[src/spi_pkg.sv]
// Shared constants and types for the serial peripheral port.
package spi_pkg;

  localparam int DATA_W = 8;
  localparam int CNT_W = 4;
  localparam int RATE_W = 7;
  localparam int SYNC_W = 4;

  // Bit positions of the synchronised pin vector.
  localparam int PIN_SCLK = 3;
  localparam int PIN_SS = 2;
  localparam int PIN_MOSI = 1;
  localparam int PIN_MISO = 0;

  localparam logic [CNT_W-1:0] BITS_PER_XFER = 4'h8;
  localparam logic [CNT_W-1:0] LAST_SAMPLE_CPHA1 = 4'h7;
  localparam logic [CNT_W-1:0] CNT_RST = 4'h0;
  localparam logic [CNT_W-1:0] CNT_ONE = 4'h1;

  // Rate select codes and the terminal count of one half bit time.
  localparam logic [1:0] RATE_RATE_DIVIDE_BY_TWO = 2'h0;
  localparam logic [1:0] RATE_RATE_DIVIDE_BY_EIGHT = 2'h1;
  localparam logic [1:0] RATE_RATE_DIVIDE_BY_THIRTYTWO = 2'h2;
  localparam logic [1:0] RATE_RATE_DIVIDE_BY_ONETWENTYEIGHT = 2'h3;
  localparam logic [RATE_W-1:0] HALF_LIM_RATE_DIVIDE_BY_TWO = 7'h00;
  localparam logic [RATE_W-1:0] HALF_LIM_RATE_DIVIDE_BY_EIGHT = 7'h03;
  localparam logic [RATE_W-1:0] HALF_LIM_RATE_DIVIDE_BY_THIRTYTWO = 7'h0f;
  localparam logic [RATE_W-1:0] HALF_LIM_RATE_DIVIDE_BY_ONETWENTYEIGHT = 7'h3f;
  localparam logic [RATE_W-1:0] RATE_CNT_RST = 7'h00;
  localparam logic [RATE_W-1:0] RATE_CNT_ONE = 7'h01;

  localparam logic [DATA_W-1:0] BYTE_RST = 8'h00;
  localparam logic [SYNC_W-1:0] SYNC_RST = 4'h4;

  typedef enum logic [2:0] {
    ST_IDLE = 3'b001,
    ST_PEND = 3'b010,
    ST_ACTIVE = 3'b100
  } xfer_state_e;

endpackage

[src/spi_rate_gen.sv]
// Free-running half-bit tick generator for the master serial clock.
module spi_rate_gen (
  // Clock and reset
  input wire logic ref_clk,
  input wire logic rst_b,
  // Control
  input wire logic run,
  input wire logic [1:0] rate_select_field,
  // Half-bit tick
  output logic tick
);

  logic [spi_pkg::RATE_W-1:0] cnt;
  logic [spi_pkg::RATE_W-1:0] next_cnt;
  logic [spi_pkg::RATE_W-1:0] lim;

  always_comb begin
    unique case (rate_select_field)
      spi_pkg::RATE_RATE_DIVIDE_BY_TWO: lim = spi_pkg::HALF_LIM_RATE_DIVIDE_BY_TWO;
      spi_pkg::RATE_RATE_DIVIDE_BY_EIGHT: lim = spi_pkg::HALF_LIM_RATE_DIVIDE_BY_EIGHT;
      spi_pkg::RATE_RATE_DIVIDE_BY_THIRTYTWO: lim = spi_pkg::HALF_LIM_RATE_DIVIDE_BY_THIRTYTWO;
      spi_pkg::RATE_RATE_DIVIDE_BY_ONETWENTYEIGHT: lim = spi_pkg::HALF_LIM_RATE_DIVIDE_BY_ONETWENTYEIGHT;
    endcase
  end

  // The divider is held cleared unless the port is an enabled master, to save power.
  assign tick = run && (cnt == lim);

  always_comb begin
    next_cnt = cnt + spi_pkg::RATE_CNT_ONE;
    if (!run || tick) begin
      next_cnt = spi_pkg::RATE_CNT_RST;
    end
  end

  always_ff @(posedge ref_clk or negedge rst_b) begin
    if (!rst_b) begin
      cnt <= spi_pkg::RATE_CNT_RST;
    end else begin
      cnt <= next_cnt;
    end
  end

endmodule

[src/spi_port.sv]
// Serial peripheral port: master and slave shifter with transmit buffer and receive register.

// How it works
// - Master-select clear makes the port a slave clocked by the incoming serial clock.
// - A completed slave byte goes to the receive register and sets receive-full.
// - A slave follows any incoming clock up to half the bus rate, ignoring the rate field.
// - Without a new byte the slave shifts out what its shift register holds.
// - A byte written mid-transfer waits in the buffer until the transfer ends.
// - Slave start is select falling with phase 0, first clock edge with phase 1.
// - Polarity and phase bits pick one of four clock formats.
// - Master and slave use matching polarity and phase for each transfer.
// - A slave drives its output line only while its select is low.
// - With phase 0 the slave presents its top bit as select falls.
// - Once a slave transfer starts the shift register is not reloaded.
// - With phase 1 data moves on the first edge; select may stay low.
// - A master write starts a transfer; phase sets the clock's opening half.
// - The master clock divider runs only when enabled as master.
// - Master start follows the data write within one serial bit time.
// - A byte completing while the last is unread sets overflow and is dropped.
// - With fault detection on, select rising mid-transfer sets mode fault.
module spi_port (
  // Clock and reset
  input wire logic ref_clk,
  input wire logic rst_b,
  // Control bits
  input wire logic port_enable_bit,
  input wire logic master_select_bit,
  input wire logic clock_polarity_bit,
  input wire logic clock_phase_bit,
  input wire logic [1:0] rate_select_field,
  input wire logic mode_fault_enable_bit,
  // Processor data side
  input wire logic tx_write,
  input wire logic [7:0] tx_data,
  input wire logic rx_read,
  input wire logic fault_clear,
  output logic [7:0] rx_data,
  output logic receive_full_flag,
  output logic transmit_empty_flag,
  output logic overflow_flag,
  output logic mode_fault_flag,
  // Serial pins
  input wire logic serial_clock_pin_in,
  output logic serial_clock_pin_out,
  output logic serial_clock_pin_oe,
  input wire logic mosi_in,
  output logic mosi_out,
  output logic mosi_oe,
  input wire logic miso_in,
  output logic miso_out,
  output logic miso_oe,
  input wire logic ss_b_in
);

  logic [spi_pkg::SYNC_W-1:0] pin_raw;
  logic [spi_pkg::SYNC_W-1:0] sync1;
  logic [spi_pkg::SYNC_W-1:0] sync2;
  logic sclk_d;
  logic ss_d;
  logic sclk_s, ss_b_s, mosi_s, miso_s;
  logic mst, slv, tick, cpha;
  logic s_lead, s_trail, m_lead, m_trail, lead, trail;
  logic ss_fall, ss_rise, slave_start, master_fault, bit_in, done;
  logic [7:0] done_byte;

  spi_pkg::xfer_state_e state, next_state;
  logic [7:0] shift, next_shift;
  logic [7:0] tx_buf, next_tx_buf;
  logic tx_full, next_tx_full;
  logic [3:0] cnt, next_cnt;
  logic in_bit, next_in_bit;
  logic sclk_act, next_sclk_act;
  logic [7:0] next_rx_data;
  logic next_receive_full, next_overflow, next_mode_fault;

  assign pin_raw = {serial_clock_pin_in, ss_b_in, mosi_in, miso_in};

  // Every pin passes two flops before any logic looks at it.
  for (genvar i = 0; i < spi_pkg::SYNC_W; i++) begin : g_sync
    always_ff @(posedge ref_clk or negedge rst_b) begin
      if (!rst_b) begin
        sync1[i] <= spi_pkg::SYNC_RST[i];
        sync2[i] <= spi_pkg::SYNC_RST[i];
      end else begin
        sync1[i] <= pin_raw[i];
        sync2[i] <= sync1[i];
      end
    end
  end

  assign sclk_s = sync2[spi_pkg::PIN_SCLK];
  assign ss_b_s = sync2[spi_pkg::PIN_SS];
  assign mosi_s = sync2[spi_pkg::PIN_MOSI];
  assign miso_s = sync2[spi_pkg::PIN_MISO];

  always_ff @(posedge ref_clk or negedge rst_b) begin
    if (!rst_b) begin
      sclk_d <= 1'b0;
      ss_d <= 1'b1;
    end else begin
      sclk_d <= sclk_s;
      ss_d <= ss_b_s;
    end
  end

  assign mst = port_enable_bit && master_select_bit;
  assign slv = port_enable_bit && !master_select_bit;
  assign cpha = clock_phase_bit;

  spi_rate_gen u_rate (
    .ref_clk(ref_clk),
    .rst_b(rst_b),
    .run(mst),
    .rate_select_field(rate_select_field),
    .tick(tick)
  );

  // Slave edges come straight from the sampled pin, so no rate setting is involved.
  assign s_lead = slv && !ss_b_s && ((sclk_s ^ clock_polarity_bit) && !(sclk_d ^ clock_polarity_bit));
  assign s_trail = slv && !ss_b_s && (!(sclk_s ^ clock_polarity_bit) && (sclk_d ^ clock_polarity_bit));
  assign m_lead = mst && tick && ((state == spi_pkg::ST_ACTIVE && !sclk_act) || (state == spi_pkg::ST_PEND && cpha));
  assign m_trail = mst && tick && state == spi_pkg::ST_ACTIVE && sclk_act;
  assign lead = s_lead || (m_lead && state == spi_pkg::ST_ACTIVE);
  assign trail = s_trail || m_trail;

  assign ss_fall = ss_d && !ss_b_s;
  assign ss_rise = !ss_d && ss_b_s;
  assign slave_start = slv && state == spi_pkg::ST_IDLE && (cpha ? s_lead : ss_fall);
  assign master_fault = mst && mode_fault_enable_bit && !ss_b_s;
  assign bit_in = mst ? miso_s : mosi_s;
  assign done = state == spi_pkg::ST_ACTIVE && trail &&
                (cpha ? (cnt == spi_pkg::LAST_SAMPLE_CPHA1) : (cnt == spi_pkg::BITS_PER_XFER));
  assign done_byte = {shift[6:0], cpha ? bit_in : in_bit};

  always_comb begin
    next_state = state;
    next_shift = shift;
    next_tx_buf = tx_buf;
    next_tx_full = tx_full;
    next_cnt = cnt;
    next_in_bit = in_bit;
    next_sclk_act = sclk_act;
    unique case (state)
      spi_pkg::ST_IDLE: begin
        next_sclk_act = 1'b0;
        if (slave_start) begin
          next_state = spi_pkg::ST_ACTIVE;
          next_cnt = spi_pkg::CNT_RST;
        end else if (tx_full && (mst || slv)) begin
          // An idle port takes the buffered byte at once; otherwise the old content stays.
          next_shift = tx_buf;
          next_tx_full = 1'b0;
          if (mst) begin
            next_state = spi_pkg::ST_PEND;
          end
        end
      end
      spi_pkg::ST_PEND: begin
        if (!mst || master_fault) begin
          next_state = spi_pkg::ST_IDLE;
        end else if (tick) begin
          // The next half-bit tick opens the transfer, well inside one bit time.
          next_state = spi_pkg::ST_ACTIVE;
          next_cnt = spi_pkg::CNT_RST;
          next_sclk_act = cpha;
        end
      end
      spi_pkg::ST_ACTIVE: begin
        if (!port_enable_bit || (master_select_bit ? master_fault : ss_b_s)) begin
          next_state = spi_pkg::ST_IDLE;
          next_sclk_act = 1'b0;
        end else begin
          if (mst && tick) begin
            next_sclk_act = !sclk_act;
          end
          if (lead) begin
            if (!cpha) begin
              next_in_bit = bit_in;
              next_cnt = cnt + spi_pkg::CNT_ONE;
            end else if (cnt != spi_pkg::CNT_RST) begin
              next_shift = {shift[6:0], in_bit};
            end
          end
          if (trail) begin
            if (cpha) begin
              next_in_bit = bit_in;
              next_cnt = cnt + spi_pkg::CNT_ONE;
            end else begin
              next_shift = {shift[6:0], in_bit};
            end
          end
          if (done) begin
            next_state = spi_pkg::ST_IDLE;
            next_shift = done_byte;
            next_cnt = spi_pkg::CNT_RST;
          end
        end
      end
      default: begin
        next_state = spi_pkg::ST_IDLE;
      end
    endcase
    // A write during a transfer only fills the buffer; it never reaches the shifter here.
    if (tx_write) begin
      next_tx_buf = tx_data;
      next_tx_full = 1'b1;
    end
  end

  // Flags: a setting event wins over a clear in the same cycle.
  always_comb begin
    next_rx_data = rx_data;
    next_receive_full = receive_full_flag && !rx_read;
    next_overflow = overflow_flag && !rx_read;
    next_mode_fault = mode_fault_flag && !fault_clear;
    if (done) begin
      if (next_receive_full || next_overflow) begin
        next_overflow = 1'b1;
      end else begin
        next_rx_data = done_byte;
        next_receive_full = 1'b1;
      end
    end
    if (mode_fault_enable_bit && ((slv && state == spi_pkg::ST_ACTIVE && ss_rise) || master_fault)) begin
      next_mode_fault = 1'b1;
    end
  end

  always_ff @(posedge ref_clk or negedge rst_b) begin
    if (!rst_b) begin
      state <= spi_pkg::ST_IDLE;
      shift <= spi_pkg::BYTE_RST;
      tx_buf <= spi_pkg::BYTE_RST;
      tx_full <= 1'b0;
      cnt <= spi_pkg::CNT_RST;
      in_bit <= 1'b0;
      sclk_act <= 1'b0;
      rx_data <= spi_pkg::BYTE_RST;
      receive_full_flag <= 1'b0;
      overflow_flag <= 1'b0;
      mode_fault_flag <= 1'b0;
    end else begin
      state <= next_state;
      shift <= next_shift;
      tx_buf <= next_tx_buf;
      tx_full <= next_tx_full;
      cnt <= next_cnt;
      in_bit <= next_in_bit;
      sclk_act <= next_sclk_act;
      rx_data <= next_rx_data;
      receive_full_flag <= next_receive_full;
      overflow_flag <= next_overflow;
      mode_fault_flag <= next_mode_fault;
    end
  end

  assign transmit_empty_flag = !tx_full;
  assign serial_clock_pin_out = sclk_act ^ clock_polarity_bit;
  assign serial_clock_pin_oe = mst;
  assign mosi_out = shift[7];
  assign mosi_oe = mst;
  assign miso_out = shift[7];
  assign miso_oe = slv && !ss_b_s;
endmodule

[config.mk]
export PLATFORM = sky130hd
export DESIGN_NAME = spi_port
export DESIGN_NICKNAME = d
export VERILOG_FILES = /design/src/spi_pkg.sv /design/src/spi_rate_gen.sv /design/src/spi_port.sv
export SDC_FILE = /design/constraint.sdc
export NUM_CORES = 1
export LEC_CHECK = 0
export ABC_AREA = 1
export BUFFER_PORTS_ARGS = -buffer_cell sky130_fd_sc_hd__buf_2
export CAP_MARGIN = 20
export CORE_ASPECT_RATIO = 1.2
export CORE_MARGIN = 5
export CORE_UTILIZATION = 35
export DETAILED_ROUTE_END_ITERATION = 7
export PLACE_DENSITY = 0.58
export SLEW_MARGIN = 15
export SYNTH_ARGS = -nofsm -noshare
export SYNTH_HDL_FRONTEND = slang
export SYNTH_SLANG_ARGS = --single-unit
[constraint.sdc]
create_clock -name ref_clk -period 2 [get_ports ref_clk]
set_input_delay 0.1 -clock ref_clk [delete_from_list [all_inputs] [get_ports ref_clk]]
set_output_delay 0.1 -clock ref_clk [all_outputs]
set_load 0.05 [all_outputs]
; After elaboration in Yosys (flattened, before gate mapping)
; Cells that the tools add are included.
[classes]
add_sub_neg = 2
eq_ne = 21
bitwise = 5
reduce_logical = 63
mux = 53
[ops]
columns = op, n
row1 = 8-bit two-way mux, 9
row2 = 4-bit two-way mux, 9
row3 = 1-bit logical AND, 30
row4 = 7-bit case mux with 4 select lines, 1
row5 = 1-bit two-way mux, 22
row6 = 3-bit two-way mux, 7
row7 = 8-bit case mux with 2 select lines, 1
row8 = "2-bit != test, second input constant", 6
row9 = 4-bit case mux with 3 select lines, 1
row10 = 4-bit AND reduction, 3
row11 = 1-bit logical NOT, 11
row12 = 1-bit logical OR, 9
row13 = "3-bit != test, second input constant", 3
row14 = 3-bit case mux with 3 select lines, 1
row15 = "7-bit by 1-bit adder with 7-bit output, second input constant", 1
row16 = 7-bit equality test, 1
row17 = 7-bit two-way mux, 1
row18 = "3-bit by 2-bit != test with 1-bit output, second input constant", 2
row19 = 2-bit nonzero test, 3
row20 = 5-bit AND reduction, 1
row21 = "4-bit by 1-bit adder with 4-bit output, second input constant", 1
row22 = "2-bit equality test, second input constant", 2
row23 = "4-bit by 3-bit equality test with 1-bit output, second input constant", 1
row24 = "4-bit equality test, second input constant", 1
row25 = 13 further kinds, 17
[word_totals]
input_bits = 24
output_inout_bits = 18
wordCells = 166
reg_bits = 54

; Depth between registers and ports, before layout
[logic_depth]
word_depth = 14
depth_mapped = 16
mapped_depth_nobuf = 16

; Cells and area by module
; From an unflattened synthesis, not the netlist that was laid out.
[unflattened]
hier_cells = 377
area_unflattened_um2 = 2960.3
[by_module_without_submodules]
columns = module, seq_area_each_um2, cells_per_inst, area_each_um2, n_inst
row1 = spi_port, 1181.1, 323, 2556.2, 1
row2 = spi_rate_gen, 175.2, 54, 404.1, 1

; Worst setup path before layout
; No wires, ideal clock.
[synth_path]
path_kind = register to register
startpoint = register sync2 (netlist bit ss_b_s)
endpoint = register cnt[0]
path_buffers = 0
path_slack_ns = 0.065
stages_incl_launch_ff = 11
arrival_ns = 1.810
path_cell_list = dfstp_2 nor2_2 nand3_1 nand2_1 nand2_1 nand4_1 nand2_1 nor2_4 nand2_1 o21ai_0 a21oi_1
[synth_via]
elab_chain_len = 10
elab_cells_between_ends = 25
[synth_lines]
columns = element, line_no
row1 = "start, declared", spi_port.sv:57  ; logic [spi_pkg::SYNC_W-1:0] sync2;
row2 = "start signal, assigned by index", spi_port.sv:83  ; sync2[i] <= spi_pkg::SYNC_RST[i];
row3 = "start signal, assigned by index", spi_port.sv:86  ; sync2[i] <= sync1[i];
row4 = 1-bit logical NOT *, --
row5 = 1-bit logical AND *, --
row6 = net miso_oe, spi_port.sv:51  ; output logic miso_oe,
row7 = 1-bit logical AND, spi_port.sv:119  ; assign s_lead = slv && !ss_b_s && ((sclk_s ^ clock_polarity_bit) && !(sclk_d ^ clock_polarity_bit));
row8 = 1-bit logical OR, spi_port.sv:123  ; assign lead = s_lead || (m_lead && state == spi_pkg::ST_ACTIVE);
row9 = 4-bit two-way mux, spi_port.sv:176  ; if (lead) begin
row10 = 4-bit two-way mux, spi_port.sv:185  ; if (cpha) begin
row11 = 4-bit two-way mux, spi_port.sv:184  ; if (trail) begin
row12 = 4-bit two-way mux, spi_port.sv:192  ; if (done) begin
row13 = 4-bit two-way mux, spi_port.sv:169  ; if (!port_enable_bit || (master_select_bit ? master_fault : ss_b_s)) begin
row14 = 4-bit case mux with 3 select lines, spi_port.sv:143  ; unique case (state)
row15 = "end signal, assigned", spi_port.sv:235  ; cnt <= spi_pkg::CNT_RST;
row16 = "end signal, assigned", spi_port.sv:247  ; cnt <= next_cnt;
row17 = "end, declared", spi_port.sv:70  ; logic [3:0] cnt, next_cnt;
; Mark *: on every way through the listed nets, which the timed path passes. The rest lies on a longest branch. The select of a mux whose other input is x is not followed.
; A chain may end at the register's enable or synchronous reset.

; Final worst setup path
[layout_path]
startpoint = register state[2]
endpoint = register shift[0]
[layout_via]
elab_chain_len = 12
elab_cells_between_ends = 27
[layout_lines]
columns = element, line_no
row1 = "start, declared", spi_port.sv:66  ; spi_pkg::xfer_state_e state, next_state;
row2 = "start signal, assigned", spi_port.sv:231  ; state <= spi_pkg::ST_IDLE;
row3 = "start signal, assigned", spi_port.sv:243  ; state <= next_state;
row4 = 3-bit equality test or 3-bit by 2-bit equality test with 1-bit output (tied branches), --
row5 = 1-bit logical AND, spi_port.sv:121  ; assign m_lead = mst && tick && ((state == spi_pkg::ST_ACTIVE && !sclk_act) || (state == spi_pkg::ST_PEND && cp ...
row6 = 1-bit logical OR, spi_port.sv:121
row7 = 1-bit logical AND, spi_port.sv:121
row8 = 1-bit logical AND, spi_port.sv:123
row9 = 1-bit logical OR, spi_port.sv:123
row10 = 8-bit two-way mux, spi_port.sv:176
row11 = 8-bit two-way mux, spi_port.sv:185
row12 = 8-bit two-way mux, spi_port.sv:184
row13 = 8-bit two-way mux, spi_port.sv:192
row14 = 8-bit two-way mux, spi_port.sv:169
row15 = 8-bit case mux with 2 select lines, spi_port.sv:143
row16 = "end signal, assigned", spi_port.sv:232  ; shift <= spi_pkg::BYTE_RST;
row17 = "end signal, assigned", spi_port.sv:244  ; shift <= next_shift;
row18 = "end, declared", spi_port.sv:67  ; logic [7:0] shift, next_shift;
; Parallel ways exist; a longest one is shown, timed or not. The select of a mux whose other input is x is not followed.

==> impl_metrics.toml <==
[critical_path]
crit_chain = "inv_2 -> nor3_4 -> inv_2 -> nor2_4 -> inv_2 -> o31ai_2 -> nand2_2 -> buf_4 -> a21oi_1 -> a21oi_1"
timing.rr.end = "shift[0]"
reg2reg_from = "state[2]"
path_max_fanout = 6
r2r_cells = 10
crit_path_start_kind = "flip-flop"
required_ns = 2.21
crit_top_cell = "inv_2"
critical_path_arrival_ns = 2.11
setup.worst_path.end_class = "flip-flop"
rrSetupSlack_ns = 0.10
max_stage_delay_ns = 0.42
critPathSlowestCell = "dfrtp_1"
worstSetupPathType = "flip-flop to flip-flop"

[floorplanning]
core_area_um2 = 7750
rows = 35
initial_core_util_pct = 36.3
die_area_um2 = 9930
die_height_um = 108
die_width_um = 91.8
io_pins = 42

[route]
viasPerCell = 4.67
drc = 0
vias = 2404
first_pass_iters = 4
drtIter0Drc = 113
wl_per_cell_um = 11.9
ant_nets = 0
drt-total-wl_mm = 6.14

[timing]
fmax_ghz = 0.527
setup_viol = 0
fin_skew_ns = 0.00988
maxSlewViolCount = 0
relSlewSlack_pct = 62.0
period_share_pct = 94.9
finalCriticalPeriod_ns = 1.90
tightest_slew_ns = 0.569
hold_viol_final = 0

[layout]
diodes = 0
utilization_pct = 44.9
nNetsFinal = 449
drive_gt1_share_pct = 23.4
syn_to_final_growth_pct = 23.7

[placed_design]
hpwl_mm = 4.52
io_buffers = 41
gp_congestion = 0.946

[min_path]
hold_path_class = "primary input to flip-flop"
min_to = "tx_buf[3]"
holdPathStages = 3
worstHoldStart = "tx_data[3]"

[run]
drv_cap = 0

[yosys]
postSynthRegisterBits = 54
yosysSeqAreaShare_pct = 48.2
syn_area_per_cell_um2 = 7.88
syn_inst = 357
yosysWarnings = 0
synth_nets = 384
synth_cell_types = 37
synthesis.area_um2 = 2810

[grt]
gr-total-overflow = 0
grt_pass1_wl_mm = 9.96
grt_max_degree = 31
grtUsageTotal_pct = 12.3
antenna_found_initial = 0
grt_pass1_vias = 2233

[power]
clkPwrFrac_pct = 22.3
p_per_area_nw_per_um2 = 955
finalPower_w = 0.00332
leakage_nw = 1.82
p_comb_share_pct = 35.5
seq_power_share_pct = 42.2
p_sw_share_pct = 38.2
switchingPower_w = 0.00127
irDropWorstVdd_mv = 0.382
intPower_w = 0.00205

[clocking]
cts_tree = "yes"
path_clk_slew_ns = 0.10
clkLatencyLatePin_ns = 0.31
numClockSinks = 54
cts-root-buf = "clkbuf_8"
cts.path.max_buffers = 2
numCtsBuffers = 5
cts_max_level = 2

[outcome]
status = "finished clean"
-- critical path: cells and delay by family (launching register included) --
kind	cells	cell delay (ns)
buffers and inverters	4	0.42
AO/OA/AOI/OAI	3	0.29
flip-flops	1	0.42
AND/OR/NAND/NOR	3	0.67
-- placed cells by master, fill, tap and decap left out, types with 2 or more instances in the layout --
cell type	count
nand2_1	132
dfrtp_1	50
inv_1	42
buf_2	41
a21oi_1	17
nand3_1	16
nor2_1	13
dlygate4sd3_1	12
buf_4	9
o21ai_2	8
o21ai_0	7
o21ai_1	6
inv_2	5
xor2_1	5
nand2_2	5
clkbuf_8	5
xnor2_1	4
nand4_1	4
nand3_2	4
dfstp_2	4
nor2_4	3
ha_1	3
nor3_1	2
nor3_4	2
nand3_4	2
o211ai_1	2
o21a_1	2
a21oi_2	2
-- registers in the layout (all words and copies together), names as in the netlist --
register           cells
rx_data                8
shift                  8
tx_buf                 8
u_rate.cnt             7
cnt                    4
sync1                  4
state                  3
in_bit                 1
miso_s                 1
mode_fault_flag        1
mosi_s                 1
overflow_flag          1
receive_full_flag      1
sclk_act               1
sclk_d                 1
sclk_s                 1
ss_b_s                 1
ss_d                   1
tx_full                1
-- cell usage after synthesis --
cell / n / area (µm²)
dfstp_2: 4 / 105
clkinv_1: 1 / 3.75
nand3b_1: 1 / 7.51
nor3_1: 3 / 15.0
ha_1: 3 / 37.5
nor2_1: 13 / 48.8
o21ai_0: 8 / 40.0
inv_1: 42 / 158
or2_2: 1 / 6.26
nand2_2: 2 / 12.5
mux2i_1: 1 / 10.0
inv_2: 6 / 22.5
buf_4: 2 / 15.0
o21bai_1: 1 / 7.51
xor2_1: 5 / 43.8
nand4_1: 4 / 25.0
o31ai_1: 1 / 7.51
nor3_4: 1 / 16.3
nor4_1: 1 / 6.26
o21ai_2: 8 / 70.1
nand3_2: 2 / 20.0
clkbuf_1: 3 / 11.3
nand2_1: 134 / 503
nand3_4: 1 / 17.5
o21a_1: 2 / 15.0
xnor2_1: 4 / 35.0
o22ai_1: 1 / 6.26
nor2_4: 1 / 11.3
buf_6: 2 / 22.5
dfrtp_1: 50 / 1250
nor2_2: 3 / 18.8
o21ai_1: 5 / 25.0
a31oi_1: 1 / 6.26
nor3_2: 1 / 10.0
nand3_1: 18 / 90.1
o211ai_1: 2 / 15.0
a21oi_1: 19 / 95.1
-- per-layer routing --
metal / GRT usage, % / vias up / routed length (µm)
met3: 2.78 / 10 / 273
met2: 21.0 / 49 / 3040
met5: 0 / - / 0
met4: 5.10 / 0 / 144
met1: 15.0 / 1089 / 2680
li1: - / 1256 / -
-- area by class of cell --
cell class	instances	area, µm²
fill	778	4270
sequential	54	1360
multi-input combinational	249	1290
timing repair buffer	63	413
inverter	49	186
tap	92	115
clock buffer	5	68.8
clock inverter	3	43.8
-- cell families (layout without fill, tap and decap cells) --
family / after synthesis / in the layout / share of synthesized area, %
AO/OA/AOI/OAI: 48 / 48 / 10.2
flip-flops: 54 / 54 / 48.2
AND/OR/NAND/NOR: 186 / 188 / 28.7
multiplexers: 1 / 1 / 0.356
buffers and inverters: 56 / 120 / 8.28
adder cells (fa/ha/maj): 3 / 3 / 1.34
XOR/XNOR: 9 / 9 / 2.80
-- worst max-delay path by stage --
| stage | from | depth (start not counted) | slack [ns] | end |
|---|---|---|---|---|
| CTS | state[0] | 9 | 0.06 | cnt[0] |
| detailed placement | state[0] | 9 | 0.08 | cnt[0] |
| finish | state[2] | 10 | 0.10 | shift[0] |
| floorplan | ss_b_s | 10 | 0.06 | cnt[0] |
| global route | state[1] | 14 | -0.02 | shift[2] |
| global placement | state[0] | 9 | 0.05 | cnt[0] |
-- stage by stage --
stage                     instance area (µm²)  instances  TNS (ns)  hold slack [ns]  worst slack, ns
after global routing                     3480        515   -0.0348           0.0166          -0.0218
after detailed placement                 3130        488         0            0.127           0.0791
after global placement                   3130        488         0            0.124           0.0457
final                                    3480        515         0         0.000901            0.101
after floorplan                          2810        357         0           -0.196           0.0649
after CTS                                3370        508         0          0.00369           0.0563
-- power by group through the flow --
stage               clock network (W)  logic [W]  registers, W
finish                       0.000742    0.00118       0.00140
global route                 0.000809    0.00132       0.00143
detailed placement                  0    0.00110       0.00142
floorplan                           0   0.000817       0.00143
CTS                          0.000769    0.00112       0.00140
global placement                    0    0.00109       0.00141
-- repair_timing --
item / in CTS / in global routing
setup endpoints to repair: 0 / 22
hold endpoints to repair: 32 / 0
resized for setup: 0 / 15
hold buffers: 12 / 0
setup buffers: 0 / 5
No activity file was read; power rests on OpenSTA's default activity.
